**src/inc/rtd_pkg.sv**
```systemverilog
// Purpose: constants and carriers for the rtd input status and configuration registers
// Assumes: 16-bit holding registers addressed by their register number
// Notes:   one clock, synchronous reset
package rtd_pkg;
    // ****************************************
    // register numbers
    // ****************************************
    localparam logic [15:0] RTD_STATUS_ADDR = 16'h9c42;
    localparam logic [15:0] RTD_WORD_ADDR   = 16'h9c43;
    localparam logic [15:0] RTD_FLOAT_ADDR  = 16'h9c47;
    localparam logic [15:0] RTD_CFG_ADDR    = 16'h9c69;
    localparam logic [15:0] RTD_FAULT_ADDR  = 16'h9c6a;
    localparam int          RTD_INPUTS      = 4;
    // ****************************************
    // reset values and fields
    // ****************************************
    localparam logic [15:0] RTD_CFG_RST     = 16'h0000;
    localparam logic [15:0] RTD_FAULT_RST   = 16'h2134;
    localparam int          RTD_CFG_SWAP    = 15;
    localparam int          RTD_CFG_LAMP    = 4;
    localparam logic [7:0]  RTD_F32_BIAS    = 8'h7f;
    localparam int          RTD_B_ACQ3      = 9;
    localparam int          RTD_B_CRC3      = 8;
    localparam int          RTD_B_SUPPLY    = 7;
    localparam int          RTD_B_RX        = 6;
    localparam int          RTD_B_MEM4      = 5;
    localparam int          RTD_B_RTD4      = 3;
    localparam int          RTD_B_WIRE4     = 2;
    localparam int          RTD_B_ACQ4      = 1;
    localparam int          RTD_B_CRC4      = 0;
    // ****************************************
    // carriers
    // ****************************************
    typedef struct packed {
        logic        wr;
        logic        rd;
        logic [15:0] addr;
        logic [15:0] wdata;
    } rtd_req_t;
    typedef struct packed {
        logic acq3;
        logic crc3;
        logic supply;
        logic rx;
        logic mem4;
        logic rtd4;
        logic wire4;
        logic three_wire4;
        logic acq4;
        logic crc4;
    } rtd_err_t;
endpackage : rtd_pkg

```
**src/hw/rtd_regs.sv**
```systemverilog
// Purpose: error status word, configuration word, fault values and result registers
// Assumes: serial frame decoder presents one register access per request cycle
// Notes:   reads answer one cycle after the request
`timescale 1ns/10ps
module rtd_regs (
    // clock and reset
    input  wire logic                   mclk,
    input  wire logic                   srst,
    // register access
    input  wire rtd_pkg::rtd_req_t      req,
    output logic [15:0]                 rd_data_r,
    output logic                        rd_valid_r,
    output logic                        addr_err_r,
    // error conditions
    input  wire rtd_pkg::rtd_err_t      err,
    input  wire logic [3:0]             in_err,
    // measurements
    input  wire logic [3:0]             meas_valid,
    input  wire logic [63:0]            meas_word,
    input  wire logic [127:0]           meas_float,
    // memory save
    input  wire logic                   save_req,
    output logic                        save_go_r,
    output logic                        save_refused_r,
    // indicator
    output logic                        error_indicator_lamp_r
);
    import rtd_pkg::*;

    logic [15:0] cfg_r;
    logic [15:0] status_r;
    logic [15:0] status_nxt;
    logic [15:0] fault_r  [RTD_INPUTS];
    logic [15:0] word_r   [RTD_INPUTS];
    logic [31:0] float_r  [RTD_INPUTS];
    logic [15:0] rd_nxt;
    logic        hit;
    logic [15:0] off_w;
    logic [15:0] off_f;
    logic [15:0] off_v;
    logic [3:0]  lamp_en;

    function automatic logic [31:0] to_float(input logic [15:0] v);
        logic [15:0] m;
        logic [4:0]  e;
        logic [38:0] s;
        logic [31:0] f;
        m = v[15] ? 16'(-v) : v;
        e = 5'h00;
        f = 32'h0000_0000;
        for (int k = 0; k < 16; k++) begin
            if (m[k]) begin
                e = 5'(k);
            end
        end
        s = {m, 23'h0} >> e;
        if (m != 16'h0000) begin
            f = {v[15], 8'(e) + RTD_F32_BIAS, s[22:0]};
        end
        return f;
    endfunction : to_float

    // ****************************************
    // status word
    // ****************************************
    always_comb begin
        status_nxt               = 16'h0000;
        status_nxt[RTD_B_ACQ3]   = err.acq3;
        status_nxt[RTD_B_CRC3]   = err.crc3;
        status_nxt[RTD_B_SUPPLY] = err.supply;
        status_nxt[RTD_B_RX]     = err.rx;
        status_nxt[RTD_B_MEM4]   = err.mem4;
        status_nxt[RTD_B_RTD4]   = err.rtd4;
        status_nxt[RTD_B_WIRE4]  = err.wire4 & err.three_wire4;
        status_nxt[RTD_B_ACQ4]   = err.acq4;
        status_nxt[RTD_B_CRC4]   = err.crc4;
    end

    always_ff @(posedge mclk) begin
        if (srst) begin
            status_r <= 16'h0000;
        end else begin
            status_r <= status_nxt;
        end
    end

    // ****************************************
    // configuration and fault values
    // ****************************************
    always_ff @(posedge mclk) begin
        if (srst) begin
            cfg_r <= RTD_CFG_RST;
        end else if (req.wr && req.addr == RTD_CFG_ADDR) begin
            cfg_r <= req.wdata;
        end
    end

    always_ff @(posedge mclk) begin
        if (srst) begin
            for (int i = 0; i < RTD_INPUTS; i++) begin
                fault_r[i] <= RTD_FAULT_RST;
            end
        end else begin
            for (int i = 0; i < RTD_INPUTS; i++) begin
                if (req.wr && req.addr == RTD_FAULT_ADDR + 16'(i)) begin
                    fault_r[i] <= req.wdata;
                end
            end
        end
    end

    // ****************************************
    // results with fault substitution
    // ****************************************
    always_ff @(posedge mclk) begin
        if (srst) begin
            for (int i = 0; i < RTD_INPUTS; i++) begin
                word_r[i]  <= 16'h0000;
                float_r[i] <= 32'h0000_0000;
            end
        end else begin
            for (int i = 0; i < RTD_INPUTS; i++) begin
                if (in_err[i]) begin
                    if (!cfg_r[3 - i]) begin
                        word_r[i]  <= fault_r[i];
                        float_r[i] <= to_float(fault_r[i]);
                    end
                end else if (meas_valid[i]) begin
                    word_r[i]  <= meas_word[16*i +: 16];
                    float_r[i] <= meas_float[32*i +: 32];
                end
            end
        end
    end

    // ****************************************
    // read path
    // ****************************************
    always_comb begin
        off_w  = req.addr - RTD_WORD_ADDR;
        off_f  = req.addr - RTD_FLOAT_ADDR;
        off_v  = req.addr - RTD_FAULT_ADDR;
        rd_nxt = 16'h0000;
        hit    = 1'b1;
        if (req.addr == RTD_STATUS_ADDR) begin
            rd_nxt = status_r;
        end else if (req.addr == RTD_CFG_ADDR) begin
            rd_nxt = cfg_r;
        end else if (off_w < 16'(RTD_INPUTS)) begin
            rd_nxt = word_r[off_w[1:0]];
        end else if (off_f < 16'(2 * RTD_INPUTS)) begin
            if (off_f[0] ^ cfg_r[RTD_CFG_SWAP]) begin
                rd_nxt = float_r[off_f[2:1]][15:0];
            end else begin
                rd_nxt = float_r[off_f[2:1]][31:16];
            end
        end else if (off_v < 16'(RTD_INPUTS)) begin
            rd_nxt = fault_r[off_v[1:0]];
        end else begin
            hit = 1'b0;
        end
    end

    always_ff @(posedge mclk) begin
        if (srst) begin
            rd_data_r  <= 16'h0000;
            rd_valid_r <= 1'b0;
            addr_err_r <= 1'b0;
        end else begin
            rd_valid_r <= req.rd;
            addr_err_r <= (req.rd | req.wr) & ~hit;
            rd_data_r  <= req.rd ? rd_nxt : 16'h0000;
        end
    end

    // ****************************************
    // lamp and memory save
    // ****************************************
    always_comb begin
        for (int i = 0; i < RTD_INPUTS; i++) begin
            lamp_en[i] = ~cfg_r[RTD_CFG_LAMP + 3 - i];
        end
    end

    always_ff @(posedge mclk) begin
        if (srst) begin
            error_indicator_lamp_r <= 1'b0;
        end else begin
            error_indicator_lamp_r <= |(in_err & lamp_en);
        end
    end

    always_ff @(posedge mclk) begin
        if (srst) begin
            save_go_r      <= 1'b0;
            save_refused_r <= 1'b0;
        end else begin
            save_go_r      <= save_req & ~status_r[RTD_B_CRC3] & ~status_r[RTD_B_CRC4];
            save_refused_r <= save_req & (status_r[RTD_B_CRC3] | status_r[RTD_B_CRC4]);
        end
    end
endmodule : rtd_regs

```
**config.mk**
```make
export PLATFORM = sky130hd
export DESIGN_NAME = rtd_regs
export DESIGN_NICKNAME = d
export VERILOG_FILES = /design/src/inc/rtd_pkg.sv /design/src/hw/rtd_regs.sv
export SDC_FILE = /design/constraint.sdc
export NUM_CORES = 1
export LEC_CHECK = 0
export BUFFER_PORTS_ARGS = -buffer_cell sky130_fd_sc_hd__buf_2
export CORE_ASPECT_RATIO = 1.5
export CORE_MARGIN = 2
export CORE_UTILIZATION = 45
export CTS_CLUSTER_SIZE = 10
export DETAILED_ROUTE_END_ITERATION = 12
export SLEW_MARGIN = 20
export SYNTH_ARGS = -nofsm -noshare
export SYNTH_HDL_FRONTEND = slang
export SYNTH_SLANG_ARGS = --single-unit
```
**constraint.sdc**
```tcl
create_clock -name mclk -period 6.3 [get_ports mclk]
set_input_delay 1.26 -clock mclk [delete_from_list [all_inputs] [get_ports mclk]]
set_output_delay 1.26 -clock mclk [all_outputs]
set_load 0.005 [all_outputs]
```
# After elaboration in Yosys (flattened, before gate mapping)
# Memory sizes are Yosys's and may differ from the RTL's.
# Cells that the tools add are included.
# W data, S select, Z words.
dict set report totals {
  input_bits 247
  ff_bits 53
  mem_bits_rw 256
  memories 3
  out_inout_bits 21
  elab_cells 253
}
# memory words word_bits rd rd_ports_with_merged_regs wr line
set mem_list {}
lappend mem_list {float_r 4 32 1 0 4 rtd_regs.sv:35} ;# logic [31:0] float_r [RTD_INPUTS];
lappend mem_list {fault_r 4 16 5 0 4 rtd_regs.sv:33} ;# logic [15:0] fault_r [RTD_INPUTS];
lappend mem_list {word_r 4 16 1 0 4 rtd_regs.sv:34} ;# logic [15:0] word_r [RTD_INPUTS];
dict set report op_classes {
  muxes 169
  shifts 4
  magnitude_cmp 3
  n_addsub 11
  n_reduce_logical 11
  n_eq_ne 6
  n_bitwise 37
}
# operator n
set op_table {}
lappend op_table {{$mux W32} 24}
lappend op_table {{$mux W16} 22}
lappend op_table {{$mux W5} 68}
lappend op_table {{$shr A39 B5 Y23} 4}
lappend op_table {{$eq A16 B16 Y1 const B} 6}
lappend op_table {{$neg A16 Y16} 4}
lappend op_table {{$reduce_bool A16 Y1} 4}
lappend op_table {{$mux W1} 55}
lappend op_table {{$sub A16 B16 Y16 const B} 3}
lappend op_table {{$add A5 B7 Y8 const B} 4}
lappend op_table {{$lt A16 B3 Y1 const B} 2}
lappend op_table {{$or A1 B1 Y1} 22}
lappend op_table {{$lt A16 B4 Y1 const B} 1}
lappend op_table {{$not A1 Y1} 8}
lappend op_table {{$and A1 B1 Y1} 5}
lappend op_table {{$logic_and A1 B1 Y1} 5}
lappend op_table {{$and A4 B4 Y4} 1}
lappend op_table {{$reduce_or A4 Y1} 1}
lappend op_table {{$reduce_or A2 Y1} 1}
lappend op_table {{$xor A1 B1 Y1} 1}

# Logic depth before layout (Yosys ltp)
# Gate-level depths: netlist of run 1.
# An unclocked memory read counts as a cell.
dict set report logic_depth {
  ltp_word 28
  depth_mapped 17
  mapped_depth_nobuf 14
}

# Worst setup path after synthesis of run 1
# Ideal clock, no wire load.
dict set report synth_path {
  kind {input-to-reg}
  from {input port req[16] (netlist name)}
  to {register rd_data_r[6]}
  path_stages 10
  slack_ns 1.547
  t_required_ns 6.178
  arrival_time_ns 4.631
  n_path_buf 4
  cell_sequence {clkbuf_1 > buf_1 > inv_1 > ha_1 > buf_1 > buf_1 > mux4_2 > mux2i_1 > o211ai_1 > nor3b_1}
}
dict set report synth_between {
  elab_chain_len 7
  word_cells_on_any_way 18
}
# element line
set synth_lines {}
lappend synth_lines {{from (decl)} rtd_regs.sv:10} ;# input wire rtd_pkg::rtd_req_t req,
lappend synth_lines {{$sub A16 B16 Y16, on equally long branches} {rtd_regs.sv:142, rtd_regs.sv:141}}
lappend synth_lines {{$lt A16 B3 Y1 (tied with other cells)} rtd_regs.sv:157} ;# end else if (off_v < 16'(RTD_INPUTS)) begin
lappend synth_lines {{$mux W16, on equally long branches} {rtd_regs.sv:157, rtd_regs.sv:152}}
lappend synth_lines {{$mux W16} rtd_regs.sv:151} ;# end else if (off_f < 16'(2 * RTD_INPUTS)) begin
lappend synth_lines {{$mux W16} rtd_regs.sv:149} ;# end else if (off_w < 16'(RTD_INPUTS)) begin
lappend synth_lines {{$mux W16} rtd_regs.sv:147} ;# end else if (req.addr == RTD_CFG_ADDR) begin
lappend synth_lines {{$mux W16 *} rtd_regs.sv:145} ;# if (req.addr == RTD_STATUS_ADDR) begin
lappend synth_lines {{to (signal assigned)} rtd_regs.sv:172} ;# rd_data_r <= req.rd ? rd_nxt : 16'h0000;
lappend synth_lines {{to (decl)} rtd_regs.sv:11} ;# output logic [15:0] rd_data_r,
# Mark *: on every way between the ends. The rest lies on a longest branch, timed or not.
# A chain may end at the register's enable or synchronous reset.

==> results by group, run 1 <==
Timing
  • Fin. Hold Viols: 0
  • Slew margin rel.: 26.7%
  • Pins Over Slew Limit: 0
  • Peak Freq: 214 MHz
  • Period minus WS final: between 4 and 5 ns
  • Total negative slack: 0 ns
  • Final Skew: roughly 0.022 ns
  • Tightest Pin Transition: 1.09 ns
  • Final period utilization: between 70% and 80%
  • Hold_ws: between 0.4 and 0.5 ns
  • Endpoints failing setup: 0
  • RSZ-0062 raised after global routing: false

Detailed routing
  • Final WL: 77700 µm
  • Routed wire per std cell: between 20 and 30 µm
  • Pre-antenna DRT Iters: 7
  • DRT antenna net count: 0
  • Routed via count: approximately 17000
  • Drt drc: 0
  • Initial DRC count: 2077
  • Vias per cell: 6.42

Synth
  • Yosys warnings: 0
  • Syn avg cell area: approximately 11 µm²
  • Synth Register Bits: just over 300
  • Post-synthesis cell count: 1850
  • Post-synthesis sequential area ratio: 43.7%
  • Netlist cell types: 95
  • Synth Cell Area: 19700 µm²
  • Ys async rst share: 0%
  • Top_reg_cell synth: edfxtp_1
  • Number of synthesized flops with an enable pin: 256
  • Syn Nets: 2119

Cells and area
  • Area Growth Syn to Fin: 14.5%
  • Filler cells: around 3900
  • Nets: about 2300
  • Most common cell after layout, fill and taps aside: buf_2
  • Ant. Diodes: 0
  • Most frequent cells in the layout: buf_2, edfxtp_1, nand2_1
  • Final Util: 52.4%
  • Share of layout cells above drive strength 1: 24.0%

Clocking
  • CTS clk-pin slew, worst paths: 0.06 ns
  • PostCTS Resize Cnt: 0
  • Hold-fix buffers, CTS: 0
  • CTS Buf Count: 37
  • H-tree depth: 2
  • Post-CTS setup repair buffer count: 0
  • CTS tree: done
  • Clock Latency Late Sink: 0.55 ns
  • Clock buffer depth: 3
  • CTS Sinks: 302
  • CTS root buf: clkbuf_16

Placed design
  • Placer Congestion: approximately 0.98
  • Port bufs: 267
  • Post-detail-place hpwl: between 50000 and 60000 µm

Setup path
  • Worst Path Arrival: about 5.0 ns
  • Crit path largest cell delay: 0.70 ns
  • Startpoint types: flop
  • Crit-path max FO: 10
  • Worst Setup End Kind: flop
  • Worst path required time: approximately 6.6 ns
  • Cells along the critical path: or4_1 > nor4_1 > a21boi_0 > o21ai_1 > and3_1 > nor2b_1 > nor2_2 > a21oi_2 > o31ai_1 > a211o_1
  • Crit Path Class: reg2reg
  • Crit path buf inv count: 0
  • Crit-path leading delay family: simple AND/OR/NAND/NOR gates
  • Worst path slowest cell: or4_1

GRT
  • Wire length of the first global-routing pass: 111000 µm
  • GRT Total Usage: 33.5%
  • GRT Residual Overflow: 0
  • Antenna violations before repair: 1
  • Largest net degree at the start of global routing: 54
  • Vias in the first global route: 16900

Floorplanning
  • Core Area: approximately 43000 µm²
  • IO Pins: 268
  • Die Span Y: 260 µm
  • Row count: 93
  • Die ar.: 45500 µm²
  • Die width: 175 µm
  • Starting Density: 45.8%

Status
  • Status: complete, no violations

Run
  • Number of max-cap violations: 0

Worst hold path
  • Worst Hold Class: reg2reg

Pwr
  • Max rail drop VDD: roughly 160 µV
  • Pleak: 8.70 nW
  • PwrDens: 252 nW/µm²
## layer usage
metal | GRT usage, % | vias to the layer above | routed length [µm]
li1 | - | 7463 | -
met1 | 40.1 | 8425 | 28500
met2 | 59.3 | 924 | 39100
met3 | 3.80 | 187 | 5480
met4 | 17.4 | 2 | 4600
met5 | 0 | - | 13
## state kept, by name, indices dropped and copies added, names as in the netlist
name / cells
float_r: 128
fault_r: 64
word_r: 64
cfg_r: 16
rd_data_r: 16
status_r: 9
addr_err_r: 1
error_indicator_lamp_r: 1
rd_valid_r: 1
save_go_r: 1
save_refused_r: 1
## cell families (layout without fill, tap and decap cells)
logic type               count (synthesis)  after routing  synth area share (%)
XOR/XNOR                                76             76                  3.42
multiplexers                           175            175                  13.2
AND/OR/NAND/NOR                        623            623                  16.4
buffers and inverters                  180            408                  3.97
AO/OA/AOI/OAI                          472            472                  17.9
flip-flops                             302            302                  43.7
adder cells (fa/ha/maj)                 22             22                  1.40
## worst paths after layout
kind                 startpoint             end  slack, ns  cells past startpoint
hold reg to reg     status_r[0]       save_go_r       0.46                      1
setup reg to reg  fault_r[3][6]  float_r[3][21]       1.62                     10
setup / recovery  fault_r[3][6]  float_r[3][21]       1.62                     10
hold / removal      status_r[0]       save_go_r       0.46                      1
## area by class of cell
type	instances	area (µm²)	share of cell area (%)
tap	570	713	3.16
clock buffer	57	1020	4.53
multi-input combinational	1368	10400	46.1
clock inverter	8	60.1	0.266
sequential	302	8610	38.2
timing repair buffer	301	1590	7.05
inverter	42	163	0.721
## through the flow
step           total power, W  std cells  setup WS (ns)  instance area (µm²)
4_1_cts               0.00568       2648           1.68                22600
3_3_place_gp          0.00370       2583           1.49                21500
5_1_grt               0.00585       2648           1.39                22600
2_1_floorplan         0.00321       1850           1.55                19700
3_5_place_dp          0.00370       2583           1.42                21500
6_report              0.00568       2648           1.62                22600
## Yosys cell counts, types with 43 or more instances
library cell	number	area (µm²)
mux4_2	65	1460
nor2_1	82	308
mux2i_1	90	901
o21ai_0	90	450
dfxtp_1	46	921
and2_1	87	544
a22o_1	74	648
edfxtp_1	256	7690
xor2_1	43	377
nand2b_1	46	288
a21oi_1	63	315
clkbuf_1	93	349
nand2_1	207	777
## power by group
group,switching [W],internal (W),total [W]
Sequential,0.000155,0.00235,0.00250
Combinational,0.000718,0.000476,0.00119
Clock,0.000864,0.00112,0.00199
No activity file was read; power rests on OpenSTA's default activity.
==> inputs of run 2 (changes only) <==
Settings changed: ABC_AREA set to 1.
Clock period 6.3 ns to 4.6 ns, I/O delays scaled along.
==> run 2 against run 1 <==
Die area increased by 2.6%. Cell count increased by 36%. Via count grew 21%. Sequential share of layout area fell by 1.1 points. Total power grew 40%. Routed wire length grew 11%. Hold slack better by 0.0095 ns. Sequential power up 34%. Largest cell class unchanged. Largest power group unchanged.
==> results by group, run 2 <==
Cells and area
  • Biggest register: float_r
  • Share of layout cells above drive strength 1: between 15 and 20%
  • Biggest regs: float_r: 128 flops, fault_r: 64 flops, word_r: 64 flops
  • Area Growth Syn to Fin: 14.9%
  • Filler cells: 4462
  • Final instance area: 23200 µm²
  • Most common cell after layout, fill and taps aside: nand2_1
  • Largest register FFs: 128
  • Most frequent cells in the layout: nand2_1, nand3_1, inv_1
  • Nets: 3260

Detailed routing
  • Pre-antenna DRT Iters: 6
  • Drt drc: 0
  • Initial DRC count: approximately 2100
  • Vias per cell: 5.74
  • Final WL: between 80000 and 90000 µm
  • DRT antenna net count: 0
  • Routed via count: slightly above 20000
  • Routed wire per std cell: about 24 µm

Synth
  • Number of synthesized flops with an enable pin: 256
  • Post-synth top area share: 38.0%
  • Top cells by count, synth: nand2_1, nand3_1, inv_1
  • Syn Nets: 3040
  • Main area contributors after synthesis: edfxtp_1, nand2_1, nand3_1
  • Post-synthesis cell count: 2771
  • Synth Cell Area: 20200 µm²
  • Netlist cell types: 60
  • Most common cell in the netlist: nand2_1
  • Post-synthesis sequential area ratio: 42.6%
  • Ys async rst share: 0%
  • Top_reg_cell synth: edfxtp_1
  • Synth Register Bits: 302
  • Synth area leader: edfxtp_1
  • Yosys warnings: 0
  • Syn avg cell area: roughly 7.3 µm²

Pwr
  • PwrDens: about 340 nW/µm²
  • Comb pwr share: 23.0%
  • Clock share of power: between 30% and 40%
  • Internal power: between 0.005 and 0.006 W
  • NetSw: 0.00263 W
  • Pleak: 11.0 nW
  • Seq pwr share: 41.9%
  • Switching Share: 33.0%
  • Max rail drop VDD: 239 µV

Clocking
  • Clock buffer depth: 3
  • CTS root buf: clkbuf_16
  • Clock Latency Late Sink: approximately 0.54 ns
  • CTS clk-pin slew, worst paths: 0.06 ns
  • H-tree depth: 2
  • CTS Sinks: 302
  • CTS Buf Count: 38
  • Post-CTS setup repair buffer count: 0
  • Hold-fix buffers, CTS: 0
  • CTS tree: done
  • PostCTS Resize Cnt: 0

Run
  • Number of max-cap violations: 0

Setup path
  • Worst r2r src: fault_r[2][0]
  • Crit-path max FO: 10
  • Flop2flop setup slack: 0.76 ns
  • Worst R2R Path Depth: 13
  • Worst Path Arrival: 4.08 ns
  • Worst path required time: 4.84 ns
  • Crit Path Class: reg2reg
  • RR Endpoint: float_r[2][9]
  • Worst Setup End Kind: flop
  • Startpoint types: flop

Floorplanning
  • Die Span Y: 264 µm
  • Core Area: 44600 µm²
  • Starting Density: 45.4%
  • IO Pins: 268
  • Row count: 95
  • Die width: 177 µm
  • Die ar.: 46700 µm²

Placed design
  • Placed Area: around 22000 µm²
  • Placer Congestion: 1.03
  • Port bufs: roughly 270
  • Post-detail-place hpwl: 68300 µm

Worst hold path
  • Worst Hold Class: reg2reg
  • Worst hold endpoint: save_go_r
  • HP Start: status_r[0]
  • Hold path cells: 1

Timing
  • Endpoints failing setup: 0
  • Period minus WS final: 3.84 ns
  • Slew margin rel.: 45.3%
  • RSZ-0062 raised after global routing: false
  • Final Skew: 0.0191 ns
  • Pins Over Slew Limit: 0
  • Peak Freq: 261 MHz
  • Tightest Pin Transition: approximately 0.82 ns
  • Total negative slack: 0 ns
  • Fin. Hold Viols: 0
  • Final period utilization: 83.4%

GRT
  • GRT Residual Overflow: 0
  • Wire length of the first global-routing pass: 125000 µm
  • Largest net degree at the start of global routing: 80
  • GRT Total Usage: 36.5%
  • Vias in the first global route: 20200
  • Antenna violations before repair: 2

Status
  • Status: complete, no violations
==> run 2: how the worst max path moves through the flow <==
stage / start / endpoint / slack [ns] / cells past startpoint
floorplan: srst / float_r[3][0] / 0.87 / 6
CTS: fault_r[0][0] / float_r[0][19] / 0.88 / 20
detailed placement: req[16] / rd_data_r[9] / 0.75 / 16
finish: fault_r[2][0] / float_r[2][9] / 0.76 / 13
global route: fault_r[2][0] / float_r[2][9] / 0.44 / 13
global placement: req[17] / rd_data_r[9] / 0.75 / 15
==> run 2: metal layers <==
metal / vias up / global-route usage (%) / share of wire (%)
li1: 9687 / - / -
met4: 0 / 24.3 / 7.8
met5: - / 0 / 0
met1: 9785 / 40.5 / 36
met3: 242 / 4.25 / 5.9
met2: 942 / 64.7 / 50
==> run 2: final cells by class <==
class	instances	area, µm²	share of cell area (%)
Multi-Input combinational cell	2030	9860	42.4
Sequential cell	302	8610	37.0
Timing Repair Buffer	315	1770	7.62
Inverter	304	1140	4.91
Clock buffer	59	1070	4.61
Tap cell	582	728	3.13
Clock inverter	5	51.3	0.221
Antenna cell	1	2.50	0.0108
==> run 2: power groups by stage <==
stage / sequential [W] / clock [W] / combinational, W
floorplan: 0.00332 / 0 / 0.00112
global placement: 0.00339 / 0 / 0.00178
detailed placement: 0.00338 / 0 / 0.00178
CTS: 0.00333 / 0.00281 / 0.00179
global route: 0.00335 / 0.00291 / 0.00198
finish: 0.00334 / 0.00280 / 0.00183
==> run 2: critical path, cell delays in order (launching register included) <==
cell and delay, ns:
edfxtp_1 0.53, inv_2 0.21, ha_1 0.25, nand4_2 0.20, nor3_2 0.19, nand2_1 0.07, nand2_1 0.07, xor2_1 0.23
or2_2 0.30, a21boi_2 0.52, nand2_1 0.14, nand2_1 0.11, nand3_1 0.10, o21ai_0 0.61
==> run 2: cell families (layout without fill, tap and decap cells) <==
logic type               count (synthesis)  count (layout)  synth area share, %
AND/OR/NAND/NOR                       1496            1496                 31.9
flip-flops                             302             302                 42.6
XOR/XNOR                                45              45                 2.06
buffers and inverters                  439             683                 8.81
AO/OA/AOI/OAI                          467             467                 13.3
other                                    0               1                    0
adder cells (fa/ha/maj)                 22              22                 1.36
==> run 2: through the flow <==
| step | power, W | worst slack (ns) | cells | utilization (%) | hold slack, ns |
|---|---|---|---|---|---|
| finish | 0.00796 | 0.764 | 3598 | 52.1 | 0.472 |
| global route | 0.00825 | 0.436 | 3597 | 52.1 | 0.481 |
| CTS | 0.00794 | 0.876 | 3597 | 52.1 | 0.469 |
| detailed placement | 0.00517 | 0.754 | 3533 | 49.6 | 0.461 |
| global placement | 0.00517 | 0.751 | 3533 | 49.6 | 0.453 |
| floorplan | 0.00444 | 0.870 | 2771 | - | 0.415 |
